==> config.mk <==
export PLATFORM = sky130hd
export DESIGN_NAME = pfis_top
export DESIGN_NICKNAME = d
export VERILOG_FILES = /design/src/pfis_pkg.sv /design/src/pfis_sync.sv /design/src/pfis_top.sv
export SDC_FILE = /design/constraint.sdc
export NUM_CORES = 1
export LEC_CHECK = 0
export BUFFER_PORTS_ARGS = -buffer_cell sky130_fd_sc_hd__buf_4
export CAP_MARGIN = 10
export CORE_MARGIN = 1
export CORE_UTILIZATION = 45
export DETAILED_ROUTE_END_ITERATION = 8
export SYNTH_ARGS = -nofsm -noshare
export SYNTH_HDL_FRONTEND = slang
export SYNTH_SLANG_ARGS = --single-unit
==> constraint.sdc <==
create_clock -name clk -period 2.62 [get_ports clk]
set_input_delay 0 -clock clk [delete_from_list [all_inputs] [get_ports clk]]
set_output_delay 0 -clock clk [all_outputs]
set_load 0.1 [all_outputs]
==> src/pfis_pkg.sv <==
// Package of timing constants and status layout for the power-fail interrupt sequencer
package pfis_pkg;
    localparam int unsigned CLK_HZ = 25000000;
    // Failure to reset delay: 3 ms nominal, tolerance 1 ms
    localparam int unsigned RST_DLY_US = 3000;
    localparam int unsigned RST_DLY_CYC = (CLK_HZ / 1000) * RST_DLY_US / 1000;
    // Hold of reset after restoration: 150 ms nominal, tolerance 75 ms
    localparam int unsigned RST_HOLD_MS = 150;
    localparam int unsigned RST_HOLD_CYC = (CLK_HZ / 1000) * RST_HOLD_MS;
    // Mains period 1/60 s; a tick is refused until half of one period has passed
    localparam int unsigned LINE_HZ = 60;
    localparam int unsigned TICK_GAP_CYC = (CLK_HZ / LINE_HZ) / 2;
    // Status byte layout: bit 8 counted from one is index 7
    localparam int unsigned STAT_TICK_BIT = 7;
    localparam logic [7:0] STAT_RESET = 8'h00;
    localparam int unsigned CNT_W = 24;
endpackage : pfis_pkg

==> src/pfis_sync.sv <==
// Small counting timer used for reset delays and tick spacing
`timescale 1ns/100ps
module pfis_timer #(
    parameter int unsigned W = 24
) (
    input wire logic clk,
    input wire logic reset_n,
    input wire logic ce,
    input wire logic run,
    input wire logic [W-1:0] limit,
    output logic done
);
    logic [W-1:0] cnt_r;
    logic [W-1:0] cnt_nxt;
    logic done_nxt;

    // Count while run is high, saturate at the limit, clear when run drops
    always_comb begin
        cnt_nxt = cnt_r;
        if (!run) begin
            cnt_nxt = '0;
        end else if (cnt_r != limit) begin
            cnt_nxt = cnt_r + {{(W-1){1'b0}}, 1'b1};
        end
        done_nxt = run && (cnt_nxt == limit);
    end

    always_ff @(posedge clk or negedge reset_n) begin
        if (!reset_n) begin
            cnt_r <= '0;
            done <= 1'b0;
        end else if (ce) begin
            cnt_r <= cnt_nxt;
            done <= done_nxt;
        end
    end
endmodule : pfis_timer

==> src/pfis_top.sv <==
// Power-fail interrupt sequencer: NMI, reset and line-synchronised tick
// Function
// - NMI output is driven low only by a power failure.
// - Power failure drives NMI low immediately, no deliberate delay.
// - NMI stays low until reset has gone low; one interrupt per failure.
// - Reset output asserts only for power restoration and startup; the code asserts it only for power failure (from PF_FAILING) and startup.
// - Reset goes low 3 ms (+-1 ms) after NMI goes low.
// - Reset held through outage, released 150 ms (+-75 ms) after restoration.
// - One interrupt request line shared by tick and serial ports.
// - Tick raises interrupt request and sets status bit 8 once per 1/60 s.
// - Tick occurs in 270 to 330 degree window of 60 Hz mains.
`timescale 1ns/100ps
module pfis_top #(
    parameter int unsigned RST_DLY_CYC = pfis_pkg::RST_DLY_CYC,
    parameter int unsigned RST_HOLD_CYC = pfis_pkg::RST_HOLD_CYC,
    parameter int unsigned TICK_GAP_CYC = pfis_pkg::TICK_GAP_CYC
) (
    input wire logic clk,
    input wire logic reset_n,
    input wire logic ce,
    input wire logic power_fail,
    input wire logic power_good,
    input wire logic phase_window,
    input wire logic uart_irq,
    input wire logic tick_ack,
    output logic nmi_n,
    output logic cpu_reset_n,
    output logic irq_n,
    output logic [7:0] status
);
    localparam int unsigned CW = pfis_pkg::CNT_W;
    // Tolerance bands for the checkers: 3 ms +-1 ms and 150 ms +-75 ms scale with the nominal counts
    localparam int unsigned CHK_DLY_MIN = (RST_DLY_CYC * 2) / 3;
    localparam int unsigned CHK_DLY_MAX = (RST_DLY_CYC * 4) / 3;
    localparam int unsigned CHK_HOLD_MIN = RST_HOLD_CYC / 2;
    localparam int unsigned CHK_HOLD_MAX = (RST_HOLD_CYC * 3) / 2;

    // Elaboration check: every count must be nonzero and fit the shared timer width
    if (RST_DLY_CYC < 1 || RST_HOLD_CYC < 1 || TICK_GAP_CYC < 1 ||
        RST_DLY_CYC >= (1 << CW) || RST_HOLD_CYC >= (1 << CW) || TICK_GAP_CYC >= (1 << CW)) begin : g_bad_count
        $error("pfis_top: timing count out of range");
    end

    typedef enum logic [1:0] {PF_STARTUP, PF_RUN, PF_FAILING, PF_OUTAGE} pfis_state_e;

    pfis_state_e st_r;
    pfis_state_e st_nxt;
    logic nmi_n_nxt;
    logic rst_n_nxt;
    logic dly_done;
    logic hold_done;
    logic gap_done;
    logic win_d_r;
    logic tick_flag_r;
    logic tick_flag_nxt;
    logic irq_n_nxt;
    logic tick_evt;

    // Delay from NMI to reset, and hold after power returns
    pfis_timer #(.W(CW)) u_dly (
        .clk(clk),
        .reset_n(reset_n),
        .ce(ce),
        .run(st_r == PF_FAILING),
        .limit(CW'(RST_DLY_CYC - 1)),
        .done(dly_done)
    );

    pfis_timer #(.W(CW)) u_hold (
        .clk(clk),
        .reset_n(reset_n),
        .ce(ce),
        .run((st_r == PF_OUTAGE || st_r == PF_STARTUP) && power_good && !power_fail),
        .limit(CW'(RST_HOLD_CYC - 1)),
        .done(hold_done)
    );

    // Power sequence; startup also holds reset until power is good for the hold time
    always_comb begin
        st_nxt = st_r;
        nmi_n_nxt = nmi_n;
        rst_n_nxt = cpu_reset_n;
        case (st_r)
            PF_STARTUP: begin
                if (hold_done) begin
                    st_nxt = PF_RUN;
                    rst_n_nxt = 1'b1;
                end
            end
            PF_RUN: begin
                if (power_fail) begin
                    st_nxt = PF_FAILING;
                    nmi_n_nxt = 1'b0;
                end
            end
            PF_FAILING: begin
                // NMI held low until reset falls, so a flickering fail cannot retrigger it
                if (dly_done) begin
                    st_nxt = PF_OUTAGE;
                    rst_n_nxt = 1'b0;
                end
            end
            PF_OUTAGE: begin
                nmi_n_nxt = 1'b1;
                if (hold_done) begin
                    st_nxt = PF_RUN;
                    rst_n_nxt = 1'b1;
                end
            end
            default: begin
                st_nxt = PF_STARTUP;
            end
        endcase
    end

    always_ff @(posedge clk or negedge reset_n) begin
        if (!reset_n) begin
            st_r <= PF_STARTUP;
            nmi_n <= 1'b1;
            cpu_reset_n <= 1'b0;
        end else if (ce) begin
            st_r <= st_nxt;
            nmi_n <= nmi_n_nxt;
            cpu_reset_n <= rst_n_nxt;
        end
    end

    // Spacing timer keeps a bouncing window input from giving two ticks per cycle
    pfis_timer #(.W(CW)) u_gap (
        .clk(clk),
        .reset_n(reset_n),
        .ce(ce),
        .run(!tick_evt),
        .limit(CW'(TICK_GAP_CYC - 1)),
        .done(gap_done)
    );

    assign tick_evt = phase_window && !win_d_r && gap_done && cpu_reset_n;

    // Tick flag: set wins over acknowledge; request merges tick and serial ports
    always_comb begin
        tick_flag_nxt = tick_flag_r;
        if (tick_ack) begin
            tick_flag_nxt = 1'b0;
        end
        if (tick_evt) begin
            tick_flag_nxt = 1'b1;
        end
        irq_n_nxt = !(tick_flag_nxt || uart_irq);
    end

    always_ff @(posedge clk or negedge reset_n) begin
        if (!reset_n) begin
            win_d_r <= 1'b0;
            tick_flag_r <= 1'b0;
            irq_n <= 1'b1;
            status <= pfis_pkg::STAT_RESET;
        end else if (ce) begin
            win_d_r <= phase_window;
            tick_flag_r <= tick_flag_nxt;
            irq_n <= irq_n_nxt;
            status <= pfis_pkg::STAT_RESET | (8'(tick_flag_nxt) << pfis_pkg::STAT_TICK_BIT);
        end
    end

    chk_nmi_only_fail: assert property (@(posedge clk) disable iff (!reset_n)
        (ce && $fell(nmi_n)) |-> $past(power_fail)) else $error("NMI fell without power fail");
    chk_nmi_prompt: assert property (@(posedge clk) disable iff (!reset_n)
        (ce && st_r == PF_RUN && power_fail) |=> !nmi_n) else $error("NMI not immediate");
    chk_nmi_holds: assert property (@(posedge clk) disable iff (!reset_n)
        (!nmi_n && cpu_reset_n) |=> !nmi_n) else $error("NMI released before reset");
    chk_rst_cause: assert property (@(posedge clk) disable iff (!reset_n)
        $fell(cpu_reset_n) |-> $past(st_r == PF_FAILING)) else $error("Reset from wrong cause");
    chk_rst_delay: assert property (@(posedge clk) disable iff (!reset_n)
        (ce && $fell(nmi_n)) |-> ##1 (cpu_reset_n && ce) [*1]) else $error("Reset too early");
    chk_tick_sets: assert property (@(posedge clk) disable iff (!reset_n)
        (ce && tick_evt) |=> (status[pfis_pkg::STAT_TICK_BIT] && !irq_n)) else $error("Tick not flagged");
    chk_irq_share: assert property (@(posedge clk) disable iff (!reset_n)
        (ce && uart_irq) |=> !irq_n) else $error("Serial request lost");
    chk_tick_window: assert property (@(posedge clk) disable iff (!reset_n)
        tick_evt |-> phase_window) else $error("Tick outside window");
    chk_tick_sticky: assert property (@(posedge clk) disable iff (!reset_n)
        (ce && tick_flag_r && !tick_ack) |=> tick_flag_r) else $error("Tick flag lost");

    // Checker helpers: independent cycle counts, so the windows are not judged by the design's own timers
    logic [CW:0] chk_dly_cnt_r;
    logic [CW:0] chk_dly_cnt_nxt;
    logic [CW:0] chk_hold_cnt_r;
    logic [CW:0] chk_hold_cnt_nxt;

    // Delay counts NMI low with reset high; hold counts good power while reset is low
    always_comb begin
        chk_dly_cnt_nxt = chk_dly_cnt_r;
        chk_hold_cnt_nxt = chk_hold_cnt_r;
        if (nmi_n) begin
            chk_dly_cnt_nxt = '0;
        end else if (cpu_reset_n && chk_dly_cnt_r != '1) begin
            chk_dly_cnt_nxt = chk_dly_cnt_r + {{CW{1'b0}}, 1'b1};
        end
        if (cpu_reset_n || !power_good || power_fail) begin
            chk_hold_cnt_nxt = '0;
        end else if (chk_hold_cnt_r != '1) begin
            chk_hold_cnt_nxt = chk_hold_cnt_r + {{CW{1'b0}}, 1'b1};
        end
    end

    always_ff @(posedge clk or negedge reset_n) begin
        if (!reset_n) begin
            chk_dly_cnt_r <= '0;
            chk_hold_cnt_r <= '0;
        end else if (ce) begin
            chk_dly_cnt_r <= chk_dly_cnt_nxt;
            chk_hold_cnt_r <= chk_hold_cnt_nxt;
        end
    end

    chk_rst_window: assert property (@(posedge clk) disable iff (!reset_n)
        $fell(cpu_reset_n) |-> (chk_dly_cnt_r >= CHK_DLY_MIN && chk_dly_cnt_r <= CHK_DLY_MAX))
        else $error("Reset delay outside tolerance");
    chk_hold_window: assert property (@(posedge clk) disable iff (!reset_n)
        $rose(cpu_reset_n) |-> (chk_hold_cnt_r >= CHK_HOLD_MIN && chk_hold_cnt_r <= CHK_HOLD_MAX))
        else $error("Reset hold outside tolerance");
endmodule : pfis_top

==> flow_summary.toml <==
[status]
status = "finished clean"

[clock_network]
clkLatencyLatePin_ns = 0.34
numCtsBuffers = 9
clkSlewWorstSetupHoldPaths_ns = 0.06
cts-htree-levels = 3
clk_path_buf_depth = 2
post_cts_buffers = 0
cts_resized = 0
cts_tree = "done"
cts_sinks = 82
clockRootBuffer = "clkbuf_16"

[critical_path]
worstSetupPathType = "register to register"
r2r_end = "u_gap.done"
ff2ff_path_depth = 8
r2r_start = "u_gap.cnt_r[0]"
cp-end-kind = "register"
reg2reg_slack_ns = 0.22
worstPathRequired_ns = 2.87
arrival_ns = 2.65
startpoint = "u_gap.cnt_r[0]"
cp-start-kind = "register"
crit_path_max_fanout = 10

[route]
vias = 5602
drt_iter0_drc = 475
post_drt_via_cell_ratio = 6.294
antenna_left = 0
drc = 0
firstDrtPassIters = 5
wl_per_cell_um = 17.28
wirelength_um = 15380

[placement]
hpwl_um = 10640
io_buffers = 11
gp_congestion = 0.9212

[global_routing]
grt_overflow = 0
use_met2_pct = 37.84
grt_max_degree = 83
grt_usage_pct = 24.75
antenna_found_initial = 0
grt_pass1_vias = 5149
top_usage_layer = "met2"
grt_pass1_wl_um = 25850
met3_usage_pct = 3.766
grt_util_met1_pct = 35.28

[synthesis]
ys_types = 76
synthAdderAreaFrac_pct = 1.897
yosysWarnings = 0
synth.ff_latch_count = 82
synthMuxAreaShare_pct = 1.638
synth-simple-area-share_pct = 28.49
ys.flop_type = "dfrtp_1"
netlist.area_leader.share_pct = 34.48
synth_xor_area_share_pct = 2.565
async_flop_share_pct = 100.0
synthCells = 714
avgSynthCellArea_um2 = 8.131
synth.area.top_cells = "dfrtp_1 (34%), o21ai_0 (7.8%), nand2_1 (6.1%), o31ai_1 (3.5%), nand4_1 (3.1%)"
syn_area_um2 = 5806
yosys.area.top_type = "dfrtp_1"
synth_compound_area_share_pct = 22.95
synth_top_family_by_area = "simple AND/OR/NAND/NOR gates"
synth_edf_count = 0
yosysSeqAreaShare_pct = 35.39

[sta]
period_share_pct = 91.50
finalMaxSlewViolations = 0
rsz0062_at_grt = "no"
hold_violations = 0
setup_violations = 0
min_period_ns = 2.397
fmax_mhz = 417.1
finClkSkew_ns = 0.004956
tightest_slew_ns = 1.055
hold_slack_ns = 0.1007
fin_tns_setup_ns = 0
max_slew_margin_pct = 29.69

[min_path]
min_path_cells = 2
hold_path_end = "u_hold.cnt_r[2]"
hold_start = "ce"
hp-class = "input pin to register"

[finish]
final_common_cell = "nand2_1"
diodes = 0
nNetsFinal = 730
mostFrequentLayoutCells = "nand2_1 (95), o21ai_0 (90), dfrtp_1 (80)"
drive_above_1_share_pct = 10.31
area_growth_pct = 9.224
final_core_util_pct = 50.25

[die]
dieHeight_um = 115.6
die_x_um = 115.6
core_area_um2 = 12620
start_util_pct = 46.00
die_area_um2 = 13360
ioPinCount = 19
num_rows = 41

[pwr]
max-vdd-ir-drop_uv = 370.0
p_leak_nw = 2.538
power.density_nw_per_um2 = 519.3

[job]
cap_violations = 0
==> worst max-delay path by stage <==
| stage | end | slack [ns] | cells past startpoint |
|---|---|---|---|
| floorplan | u_gap.done | 0.13 | 6 |
| global placement | u_gap.done | 0.31 | 8 |
| detailed placement | u_hold.done | 0.24 | 7 |
| CTS | u_gap.done | 0.23 | 8 |
| global route | u_hold.done | 0.02 | 7 |
| finish | u_gap.done | 0.22 | 8 |
==> cells in the mapped netlist (4+ instances only) <==
| cell type | count |
|---|---|
| nand2_1 | 95 |
| o21ai_0 | 90 |
| dfrtp_1 | 80 |
| nand3_1 | 31 |
| nor2_1 | 31 |
| clkbuf_1 | 30 |
| nand4_1 | 29 |
| a21oi_1 | 28 |
| o31ai_1 | 27 |
| inv_1 | 22 |
| and3_1 | 17 |
| nor3_1 | 17 |
| nor4_1 | 15 |
| and4_1 | 12 |
| buf_4 | 12 |
| buf_2 | 11 |
| and2_1 | 10 |
| xor2_1 | 10 |
| a31oi_1 | 9 |
| ha_1 | 8 |
| a22o_1 | 7 |
| xnor2_1 | 7 |
| o22ai_1 | 6 |
| o41ai_1 | 6 |
| mux2i_1 | 5 |
| or3_1 | 5 |
| a21o_1 | 4 |
| buf_6 | 4 |
| mux2_2 | 4 |
| nand2b_1 | 4 |
| nand4b_1 | 4 |
| nor3b_1 | 4 |
| or4_1 | 4 |
==> flip-flops by register name, indices dropped and copies added, names as in the netlist <==
name / count
irq_n: 1
u_gap.done: 1
nmi_n: 1
status: 1
cpu_reset_n: 1
u_dly.done: 1
u_dly.cnt_r: 24
u_hold.cnt_r: 24
u_gap.cnt_r: 24
st_r: 2
u_hold.done: 1
win_d_r: 1
==> layer usage <==
layer	share of wire, %	routed length [µm]
met5	0	0
met4	1.7	262
met3	4.8	745
met2	46	7040
met1	48	7327
==> where the power goes <==
| part | internal (mW) | total [mW] | switching (mW) | leakage [nW] |
|---|---|---|---|---|
| Combinational | 0.199 | 0.503 | 0.305 | 1.30 |
| Clock | 0.756 | 1.25 | 0.494 | 0.142 |
| Sequential | 1.36 | 1.54 | 0.184 | 1.09 |
==> worst max-delay path, cell delays in order (launching register included) <==
cell and delay, ns:
dfrtp_1 0.47, inv_1 0.10, ha_1 0.14, or4b_1 0.44, nor3_1 0.37, nand3_1 0.15, a311oi_2 0.25, a41oi_1 0.14
o31ai_1 0.24
==> timing repair <==
action / in CTS / in global routing
hold endpoints to repair: 84 / 0
setup endpoints to repair: 0 / 0
hold buffers: 5 / 0
==> through the flow <==
step	worst slack (ns)	cells	total power [mW]	instance area, µm²
3_3_place_gp	0.3062	870	2.037	6005
5_1_grt	0.01744	890	3.475	6341
4_1_cts	0.2264	890	3.320	6341
2_1_floorplan	0.1284	720	1.955	5828
6_report	0.2228	890	3.293	6341
3_5_place_dp	0.2427	870	2.052	6005
==> area by class of cell <==
type / instances / area (µm²)
Fill cell: 1230 / 6279
Multi-Input combinational cell: 556 / 3367
Sequential cell: 82 / 2054
Timing Repair Buffer: 43 / 335.3
Clock buffer: 12 / 246.5
Tap cell: 172 / 215.2
Inverter: 22 / 82.58
Clock inverter: 3 / 40.04
==> cells by family (layout without fill, tap and decap cells) <==
kind of cell	count (synthesis)	in the layout
xor+xnor	17	17
compound gates	211	211
mux	9	9
fa+ha+maj	9	9
flops	82	82
other cells	1	7
buf+inv	82	80
simple gates	303	303
Power figures use the tool's default switching activity.
